File: src/drc_pkg.sv
// shared constants and carrier types for the driver register command block
// assumes one 20 MHz clock and commands already parsed into bytes upstream
package drc_pkg;

  localparam int          CLK_HZ          = 20_000_000;
  localparam int          NUM_DRV         = 4;
  localparam logic [6:0]  ADDR_GSTATUS    = 7'h01;
  localparam logic [6:0]  ADDR_HOLDRUN    = 7'h10;
  localparam int          WR_BIT          = 7;
  localparam logic [7:0]  REPLY_SYNC      = 8'h05;
  localparam logic [7:0]  MASTER_ADDR     = 8'hFF;
  localparam int          REPLY_LEN       = 12;
  localparam int          HOLD_LSB        = 0;
  localparam int          RUN_LSB         = 8;
  localparam int          DELAY_LSB       = 16;
  localparam logic [4:0]  HOLD_RST        = 5'h08;
  localparam logic [4:0]  RUN_RST         = 5'h1F;
  localparam logic [3:0]  DELAY_RST       = 4'h1;
  localparam int          DELAY_UNIT_LOG2 = 18;
  localparam logic [2:0]  GLOBAL_STATUS_FLAGS_RST       = 3'h1;
  localparam int          PDWAIT_CYC      = 2_000_000;

  // one parsed text command
  typedef struct packed {
    logic       isWrite;
    logic [7:0] drv;
    logic [7:0] reg8;
    logic [31:0] data;
  } drc_cmd_t;

  // one axis driver's live state
  typedef struct packed {
    logic [4:0]  holdCurrent;
    logic [4:0]  runCurrent;
    logic [3:0]  holdRampDelay;
    logic [2:0]  global_status_flags;
    logic [4:0]  actCurrent;
    logic [21:0] rampCnt;
    logic [22:0] pdCnt;
  } drc_drv_t;

endpackage : drc_pkg

File: src/drc_core.sv
// driver register command path: write/read of per-axis driver registers
// assumes cmdValid is a one-cycle pulse from a same-clock text parser,
// and fault/standstill inputs come from pins (synchronised here)
// How it works
// - every axis driver keeps separate registers
// - driver index 0 selects the X axis
// - data bytes arrive high to low
// - hold current 5 bits, resets to 8
// - hold zero makes standstill freewheel; brake is never selected
// - run current 5 bits, resets to 31
// - reduce after standstill and powerdown wait
// - ramp delay zero drops current instantly
// - ramp steps wait value times 2^18
// - status flags clear by writing one
// - reset flag set after driver reset
// - fault flag set on shutdown event
// - fault flag not clearable while fault active
// - status read holds two meaningful bits, third reads zero
// - read takes index and address, answers two cycles later
// - reply is twelve bytes in order
// - fifth reply byte is sync 0x05
`timescale 1ns/10ps
module drc_core
  import drc_pkg::*;
#(
  parameter int PDWAIT = PDWAIT_CYC,
  parameter int UNIT_LOG2 = DELAY_UNIT_LOG2
) (
  input  wire logic              clock,
  input  wire logic              rst_n,
  // command from a same-clock parser
  input  wire logic              cmdValid,
  input  wire drc_cmd_t          cmd,
  // pin levels, two flip-flops before any logic reads them
  input  wire logic [NUM_DRV-1:0] drvResetEvt,
  input  wire logic [NUM_DRV-1:0] faultActive,
  input  wire logic [NUM_DRV-1:0] standstill,
  // all outputs come straight from the state register
  output logic                   replyValid,
  output logic [7:0]             replyByte,
  output logic                   replyLast,
  output logic [NUM_DRV*5-1:0]   motorCurrent,
  output logic [NUM_DRV-1:0]     freewheel
);

  // --------------------------------------------------------------
  // parameter checks
  // --------------------------------------------------------------
  initial begin
    if (NUM_DRV < 1 || NUM_DRV > 256)
      $error("drc_core: driver count out of range");
    if (UNIT_LOG2 < 1 || UNIT_LOG2 > 18)
      $error("drc_core: ramp unit out of range");
    // the power-down counter is 23 bits wide
    if (PDWAIT < 1 || PDWAIT > 8_000_000)
      $error("drc_core: power-down wait out of range");
  end

  // --------------------------------------------------------------
  // state
  // --------------------------------------------------------------
  typedef enum logic [1:0] {IDLE, SEND} drc_st_t;

  typedef struct packed {
    drc_drv_t [NUM_DRV-1:0] drv;
    logic [NUM_DRV-1:0]     rstS1, rstS2, rstS3;
    logic [NUM_DRV-1:0]     fltS1, fltS2, fltS3;
    logic [NUM_DRV-1:0]     stS1, stS2;
    drc_st_t                st;
    logic [3:0]             idx;
    logic [REPLY_LEN-1:0][7:0] frame;
    logic                   replyValid;
    logic [7:0]             replyByte;
    logic                   replyLast;
    logic [NUM_DRV*5-1:0]   motorCurrent;
    logic [NUM_DRV-1:0]     freewheel;
    logic [NUM_DRV-1:0]     brakeSel;
  } drc_state_t;

  drc_state_t s_r, s_nxt;

  function automatic logic [31:0] regView(input drc_drv_t d, input logic [6:0] a);
    logic [31:0] v;
    v = 32'h0000_0000;
    if (a == ADDR_GSTATUS) begin
      v[2:0] = d.global_status_flags;
    end else if (a == ADDR_HOLDRUN) begin
      v[HOLD_LSB+:5]  = d.holdCurrent;
      v[RUN_LSB+:5]   = d.runCurrent;
      v[DELAY_LSB+:4] = d.holdRampDelay;
    end
    return v;
  endfunction : regView

  function automatic drc_drv_t drvReset(input drc_drv_t d);
    drc_drv_t r;
    r = d;
    r.holdCurrent   = HOLD_RST;
    r.runCurrent    = RUN_RST;
    r.holdRampDelay = DELAY_RST;
    r.actCurrent    = RUN_RST;
    r.rampCnt       = '0;
    r.pdCnt         = '0;
    return r;
  endfunction : drvReset

  // --------------------------------------------------------------
  // helpers
  // --------------------------------------------------------------
  // write-one-to-clear: a zero in the write leaves the flag alone
  function automatic logic w1c(input logic flag, input logic wr);
    return flag & ~wr;
  endfunction : w1c

  // apply one host write to a driver record; unknown addresses fall through
  function automatic drc_drv_t regWrite(input drc_drv_t d, input logic [6:0] a,
                                        input logic [31:0] v, input logic faultOn);
    drc_drv_t r;
    r = d;
    if (a == ADDR_HOLDRUN) begin
      r.holdCurrent   = v[HOLD_LSB+:5];
      r.runCurrent    = v[RUN_LSB+:5];
      r.holdRampDelay = v[DELAY_LSB+:4];
    end else if (a == ADDR_GSTATUS) begin
      r.global_status_flags[0] = w1c(d.global_status_flags[0], v[0]);
      // fault flag sticks while the fault is still present
      if (!faultOn)
        r.global_status_flags[1] = w1c(d.global_status_flags[1], v[1]);
    end
    return r;
  endfunction : regWrite

  // true once the ramp has waited a full step of delay units
  function automatic logic rampDue(input logic [21:0] cnt, input logic [3:0] dly,
                                  input logic [22:0] unit);
    logic [22:0] lim;
    lim = 23'(unit * 23'(dly));
    return 22'(cnt + 22'd1) >= lim[21:0];
  endfunction : rampDue

  // plain 8-bit sum of the driver's part of the reply; wraps on purpose
  function automatic logic [7:0] replySum(input logic [6:0] a, input logic [31:0] v);
    logic [7:0] acc;
    acc = REPLY_SYNC + MASTER_ADDR;
    acc = acc + {1'b0, a};
    acc = acc + v[31:24];
    acc = acc + v[23:16];
    acc = acc + v[15:8];
    acc = acc + v[7:0];
    return acc;
  endfunction : replySum

  // --------------------------------------------------------------
  // next state
  // --------------------------------------------------------------
  always_comb begin
    logic [7:0] sel;
    logic [31:0] rv;
    logic [22:0] unitLen;
    s_nxt = s_r;
    sel = cmd.drv;
    rv = 32'h0000_0000;
    unitLen = 23'(1) << UNIT_LOG2;
    s_nxt.rstS1 = drvResetEvt;
    s_nxt.rstS2 = s_r.rstS1;
    s_nxt.rstS3 = s_r.rstS2;
    s_nxt.fltS1 = faultActive;
    s_nxt.fltS2 = s_r.fltS1;
    s_nxt.fltS3 = s_r.fltS2;
    s_nxt.stS1  = standstill;
    s_nxt.stS2  = s_r.stS1;
    s_nxt.replyValid = 1'b0;
    s_nxt.replyLast  = 1'b0;

    // ------------------------------------------------------------
    // host writes: only the addressed driver changes
    // ------------------------------------------------------------
    for (int i = 0; i < NUM_DRV; i++) begin
      if (cmdValid && cmd.isWrite && sel == 8'(i) && cmd.reg8[WR_BIT]) begin
        s_nxt.drv[i] = regWrite(s_r.drv[i], cmd.reg8[6:0], cmd.data, s_r.fltS2[i]);
      end
    end

    // ------------------------------------------------------------
    // status events: a set wins over a clear in the same cycle
    // ------------------------------------------------------------
    for (int i = 0; i < NUM_DRV; i++) begin
      if (s_r.rstS2[i] && !s_r.rstS3[i]) begin
        s_nxt.drv[i] = drvReset(s_nxt.drv[i]);
        s_nxt.drv[i].global_status_flags[0] = 1'b1;
      end
      if (s_r.fltS2[i] && !s_r.fltS3[i])
        s_nxt.drv[i].global_status_flags[1] = 1'b1;
      // no third flag source here, so the bit always reads zero
      s_nxt.drv[i].global_status_flags[2] = 1'b0;
    end

    // ------------------------------------------------------------
    // current control: run while moving, ramp to hold at rest
    // ------------------------------------------------------------
    for (int i = 0; i < NUM_DRV; i++) begin
      if (!s_r.stS2[i]) begin
        s_nxt.drv[i].actCurrent = s_nxt.drv[i].runCurrent;
        s_nxt.drv[i].pdCnt   = '0;
        s_nxt.drv[i].rampCnt = '0;
      end else if (s_r.drv[i].pdCnt < 23'(PDWAIT)) begin
        s_nxt.drv[i].pdCnt = s_r.drv[i].pdCnt + 23'd1;
      end else if (s_r.drv[i].actCurrent > s_r.drv[i].holdCurrent) begin
        if (s_r.drv[i].holdRampDelay == 4'h0) begin
          s_nxt.drv[i].actCurrent = s_r.drv[i].holdCurrent;
        end else if (rampDue(s_r.drv[i].rampCnt, s_r.drv[i].holdRampDelay, unitLen)) begin
          s_nxt.drv[i].rampCnt    = '0;
          s_nxt.drv[i].actCurrent = s_r.drv[i].actCurrent - 5'd1;
        end else begin
          s_nxt.drv[i].rampCnt = s_r.drv[i].rampCnt + 22'd1;
        end
      end else begin
        s_nxt.drv[i].actCurrent = s_r.drv[i].holdCurrent;
      end
      s_nxt.motorCurrent[i*5+:5] = s_r.drv[i].actCurrent;
      // zero hold current: idle the bridge and freewheel, brakeSel is never set
      s_nxt.freewheel[i] = s_r.stS2[i] && s_r.drv[i].actCurrent == 5'h00
                           && !s_r.brakeSel[i];
    end

    // ------------------------------------------------------------
    // reply framer: one byte per cycle, reads dropped while busy
    // ------------------------------------------------------------
    unique case (s_r.st)
      IDLE: begin
        if (cmdValid && !cmd.isWrite) begin
          for (int i = 0; i < NUM_DRV; i++)
            if (sel == 8'(i))
              rv = regView(s_r.drv[i], cmd.reg8[6:0]);
          if (sel == 8'(NUM_DRV) && cmd.reg8[6:0] == ADDR_GSTATUS)
            rv = 32'h0000_0000;
          s_nxt.frame[0]  = REPLY_SYNC;
          s_nxt.frame[1]  = sel;
          s_nxt.frame[2]  = {1'b0, cmd.reg8[6:0]};
          s_nxt.frame[3]  = 8'h00;
          s_nxt.frame[4]  = REPLY_SYNC;
          s_nxt.frame[5]  = MASTER_ADDR;
          s_nxt.frame[6]  = {1'b0, cmd.reg8[6:0]};
          s_nxt.frame[7]  = rv[31:24];
          s_nxt.frame[8]  = rv[23:16];
          s_nxt.frame[9]  = rv[15:8];
          s_nxt.frame[10] = rv[7:0];
          // simple sum stands in for the driver's own datagram check
          s_nxt.frame[11] = replySum(cmd.reg8[6:0], rv);
          s_nxt.idx = 4'h0;
          s_nxt.st  = SEND;
        end
      end
      SEND: begin
        s_nxt.replyValid = 1'b1;
        s_nxt.replyByte  = s_r.frame[s_r.idx];
        s_nxt.replyLast  = s_r.idx == 4'(REPLY_LEN-1);
        s_nxt.idx = s_r.idx + 4'h1;
        if (s_r.idx == 4'(REPLY_LEN-1))
          s_nxt.st = IDLE;
      end
    endcase
  end

  // --------------------------------------------------------------
  // registers
  // --------------------------------------------------------------
  always_ff @(posedge clock or negedge rst_n) begin
    if (!rst_n) begin
      // constants only, so the async branch stays glitch free
      s_r <= '0;
      for (int i = 0; i < NUM_DRV; i++) begin
        s_r.drv[i].holdCurrent   <= HOLD_RST;
        s_r.drv[i].runCurrent    <= RUN_RST;
        s_r.drv[i].holdRampDelay <= DELAY_RST;
        s_r.drv[i].global_status_flags         <= GLOBAL_STATUS_FLAGS_RST;
        s_r.drv[i].actCurrent    <= RUN_RST;
        s_r.motorCurrent[i*5+:5] <= RUN_RST;
      end
    end else begin
      s_r <= s_nxt;
    end
  end

  // --------------------------------------------------------------
  // outputs
  // --------------------------------------------------------------
  assign replyValid   = s_r.replyValid;
  assign replyByte    = s_r.replyByte;
  assign replyLast    = s_r.replyLast;
  assign motorCurrent = s_r.motorCurrent;
  assign freewheel    = s_r.freewheel;

endmodule : drc_core

File: config.mk
export PLATFORM = sky130hd
export DESIGN_NAME = drc_core
export DESIGN_NICKNAME = d
export VERILOG_FILES = /design/src/drc_pkg.sv /design/src/drc_core.sv
export SDC_FILE = /design/constraint.sdc
export NUM_CORES = 1
export LEC_CHECK = 0
export ABC_AREA = 1
export ABC_CLOCK_PERIOD_IN_PS = 3100
export BUFFER_PORTS_ARGS = -buffer_cell sky130_fd_sc_hd__buf_2
export CORE_MARGIN = 2
export CORE_UTILIZATION = 50
export DETAILED_ROUTE_END_ITERATION = 16
export GPL_TIMING_DRIVEN = 1
export PLACE_DENSITY = 0.7
export SYNTH_ARGS = -nofsm -noshare
export SYNTH_HDL_FRONTEND = slang
export SYNTH_SLANG_ARGS = --single-unit
export TNS_END_PERCENT = 20
File: constraint.sdc
create_clock -name clock -period 3.1 [get_ports clock]
set_input_delay 0.62 -clock clock [delete_from_list [all_inputs] [get_ports clock]]
set_output_delay 0.62 -clock clock [all_outputs]
set_load 0.005 [all_outputs]
==> out/results.tsv <==
metric	value	unit
first_pass_iters	6	
slowest_delay	0.44	ns
diodes	0	
max_freq	0.2686	GHz
power_frac_comb	11.5	%
cts_hold_buf	0	
synth-edff-count	0	
synthCells	2821	
yosys-top-cells-area	dfrtp_1, nand2_1, dfstp_2	
worstRegToRegCells	18	
synth.top_cell.area_share	34.83	%
initial_core_util	50.43	%
layout_setup_ws	-0.6230	ns
syn-mean-instance-area	7.666	µm²
failed_checks	negative setup slack	
area_growth	23.34	%
synth_flop_cell	dfrtp_1	
vias_per_cell	5.480	
grt_pass1_vias	19640	
critPathLaunch	cmd[34]	
cp-end-kind	register	
tightest_slew	0.9466	ns
yosysUniqueCellTypes	55	
overflow	0	
drt-wirelength-per-cell	16.42	µm
fin_crit_sh	120.1	%
io_pins	98	
coreArea	0.04289	mm²
clock_latency	0.61	ns
outcome	complete, but fails checks	
worstReg2RegEnd	s_r[133]	
grt_pass1_wl	99140	µm
grtUsageTotal	27.25	%
ir_worst_vdd	0.4700	mV
syn-cell-area	0.02163	mm²
port_buffers	79	
synth_nets	2961	
path_max_fanout	5	
grtUsageMet2	44.85	%
clkTransAtPathRegs	0.06	ns
cts-root-buf	clkbuf_16	
met1_usage	36.74	%
skew	0.03444	ns
fp.dieW	212.0	µm
clkPwrFrac	44.2	%
seqPwrFrac	44.3	%
yosysWarnings	0	
grt_max_degree	74	
critPathKind	input port to register	
r2r_slack	-0.45	ns
netSwitchingPower	3.340	mW
ctsHtreeMaxLevel	2	
drv_slew	0	
dr_total_vias	20400	
min_period	3.723	ns
finish.utilization	62.20	%
slew_headroom	36.82	%
hold_violations	0	
route.detailed.drc	0	
busiest_layer	met2	
slowest_stage	fa_1	
async_flop_share	100.0	%
cts_tree	built	
finish.net_count	3243	
die_area	0.04493	mm²
chipHeight	212.0	µm
powerDensity	470.1	mW/mm²
p_sw_share	26.64	%
grt_use_met3	4.077	%
hp-class	input port to async pin	
p_int	9.200	mW
rsz0062_at_grt	true	
antenna_found_initial	0	
ys_seq_area_share	43.58	%
gp_congestion	0.9566	
clockBufferDepth	3	
crit_path_end	s_r[133]	
maxCapViolCount	0	
drt_iter0_drc	1503	
clock_sinks	373	
cts_buffers	43	
worstReg2RegStart	s_r[438]	
hpwl	43900	µm
crit_path_start_kind	input port	
drive_gt1_share	20.78	%
totalWireLength	61130	µm
critPathArrivalTime	4.17	ns
synth-seq-cells	373	
synth_largest_area_cell	dfrtp_1	
power.leakage	12.13	nW
antenna_left	0	
hold_slack	0.02528	ns
rows	76	
setup_viol_count_final	27	
worstPathRequired	3.55	ns
==> layer usage <==
metal | vias up | part of all wire [%]
li1 | 9876 | -
met1 | 9810 | 44
met2 | 597 | 47
met3 | 120 | 5.1
met4 | 0 | 3.1
met5 | - | 0
==> power by group through the flow <==
stage	sequential [mW]	clock, mW	combinational [mW]
floorplan	5.48	0	1.02
global route	5.60	5.86	1.64
global placement	5.63	0	1.38
CTS	5.56	5.64	1.43
detailed placement	5.63	0	1.41
finish	5.56	5.54	1.44
==> worst max-delay path, delay by kind of cell <==
kind / cells / cell delay, ns
buffers and inverters: 10 / 0.94
AOI/OAI and AO/OA: 4 / 0.57
and+or+nand+nor: 6 / 0.67
xor gates and xnor gates: 1 / 0.15
adders and majority gates: 4 / 1.21
==> how the worst min path moves through the flow <==
stage,cells after the start,slack (ns),end,from
2_1_floorplan,0,0.32,freewheel[0],rst_n
3_3_place_gp,0,0.33,s_r[140],s_nxt[140]
3_5_place_dp,0,0.34,s_r[142],s_nxt[142]
4_1_cts,1,0.03,s_r[214],rst_n
5_1_grt,1,0.05,replyByte[1],rst_n
6_report,1,0.03,s_r[52],rst_n
==> cell usage after synthesis, drive strengths merged, types with 11 or more instances <==
master,number
nand3,227
o211ai,15
o21ai,162
buf,48
ha,67
inv,378
nor3,50
nand4,58
a31oi,20
nand3b,11
nand2,695
nor2,245
a22oi,12
xor2,59
dfstp,72
a21oi,160
nor4,27
xnor2,14
dfrtp,301
clkbuf,52
o22ai,74
==> per-stage QoR <==
step                setup WS [ns]  total power, mW  setup TNS [ns]  instances  cell area, µm²
floorplan                  -1.032            6.502          -5.665       2821           21770
global placement           -1.469            7.010          -24.64       3581           23940
detailed placement         -1.553            7.041          -29.51       3581           23940
CTS                       -0.6236            12.63          -6.659       3700           26060
global route              -0.7920            13.09          -25.46       3723           26670
finish                    -0.6230            12.54          -4.692       3723           26670
==> state kept, by name (all words and copies together), names as in the netlist <==
register,cells
freewheel,4
motorCurrent,20
replyByte,8
replyLast,1
replyValid,1
s_nxt,40
s_r,299
==> cell families (layout without fill, tap and decap cells) <==
kind of cell | count (synthesis) | in the layout | synth area share (%)
compound gates | 493 | 493 | 13.03
xor+xnor | 73 | 73 | 2.991
fa+ha+maj | 76 | 76 | 4.709
buf+inv | 482 | 794 | 9.100
flops | 373 | 373 | 43.58
simple gates | 1324 | 1329 | 26.59
==> layout by cell type, fill, tap and decap left out, types with 8 or more instances in the layout <==
cell type	n
o21ai_2	8
a22oi_1	11
nor2_2	24
nand4_1	58
nand3b_1	11
clkbuf_16	43
nor2_4	18
o211ai_1	15
nand3_1	206
xor2_1	55
o22ai_1	72
buf_4	220
a21oi_1	147
a21oi_2	12
a31oi_1	19
o21bai_1	9
ha_1	59
buf_12	12
or2_2	8
o21ai_1	17
nand3_2	18
dfstp_2	72
buf_2	70
buf_6	28
inv_2	16
inv_1	355
xnor2_1	12
nand2_1	672
dfrtp_1	298
clkbuf_8	12
nor2_1	208
clkbuf_1	9
o21ai_0	136
nor3_1	44
nand2_2	17
nor4_1	23
==> final cells by class <==
cell class                 instances  area (µm²)
clock buffer                      64        1275
clock inverter                    16       306.5
fill                            3712       16210
inverter                         382        1471
multi-input combinational       1971       10870
sequential                       373        9428
tap                              585       732.0
timing repair buffer             332        2587
==> timing repair <==
item,4_1_cts,5_1_grt
endpoints found under the hold margin,0,0
cloned,1,4
gates resized for setup,72,114
setup endpoints to repair,107,115
setup buffers,38,24
pin swaps,39,59
Power figures use the tool's default switching activity.
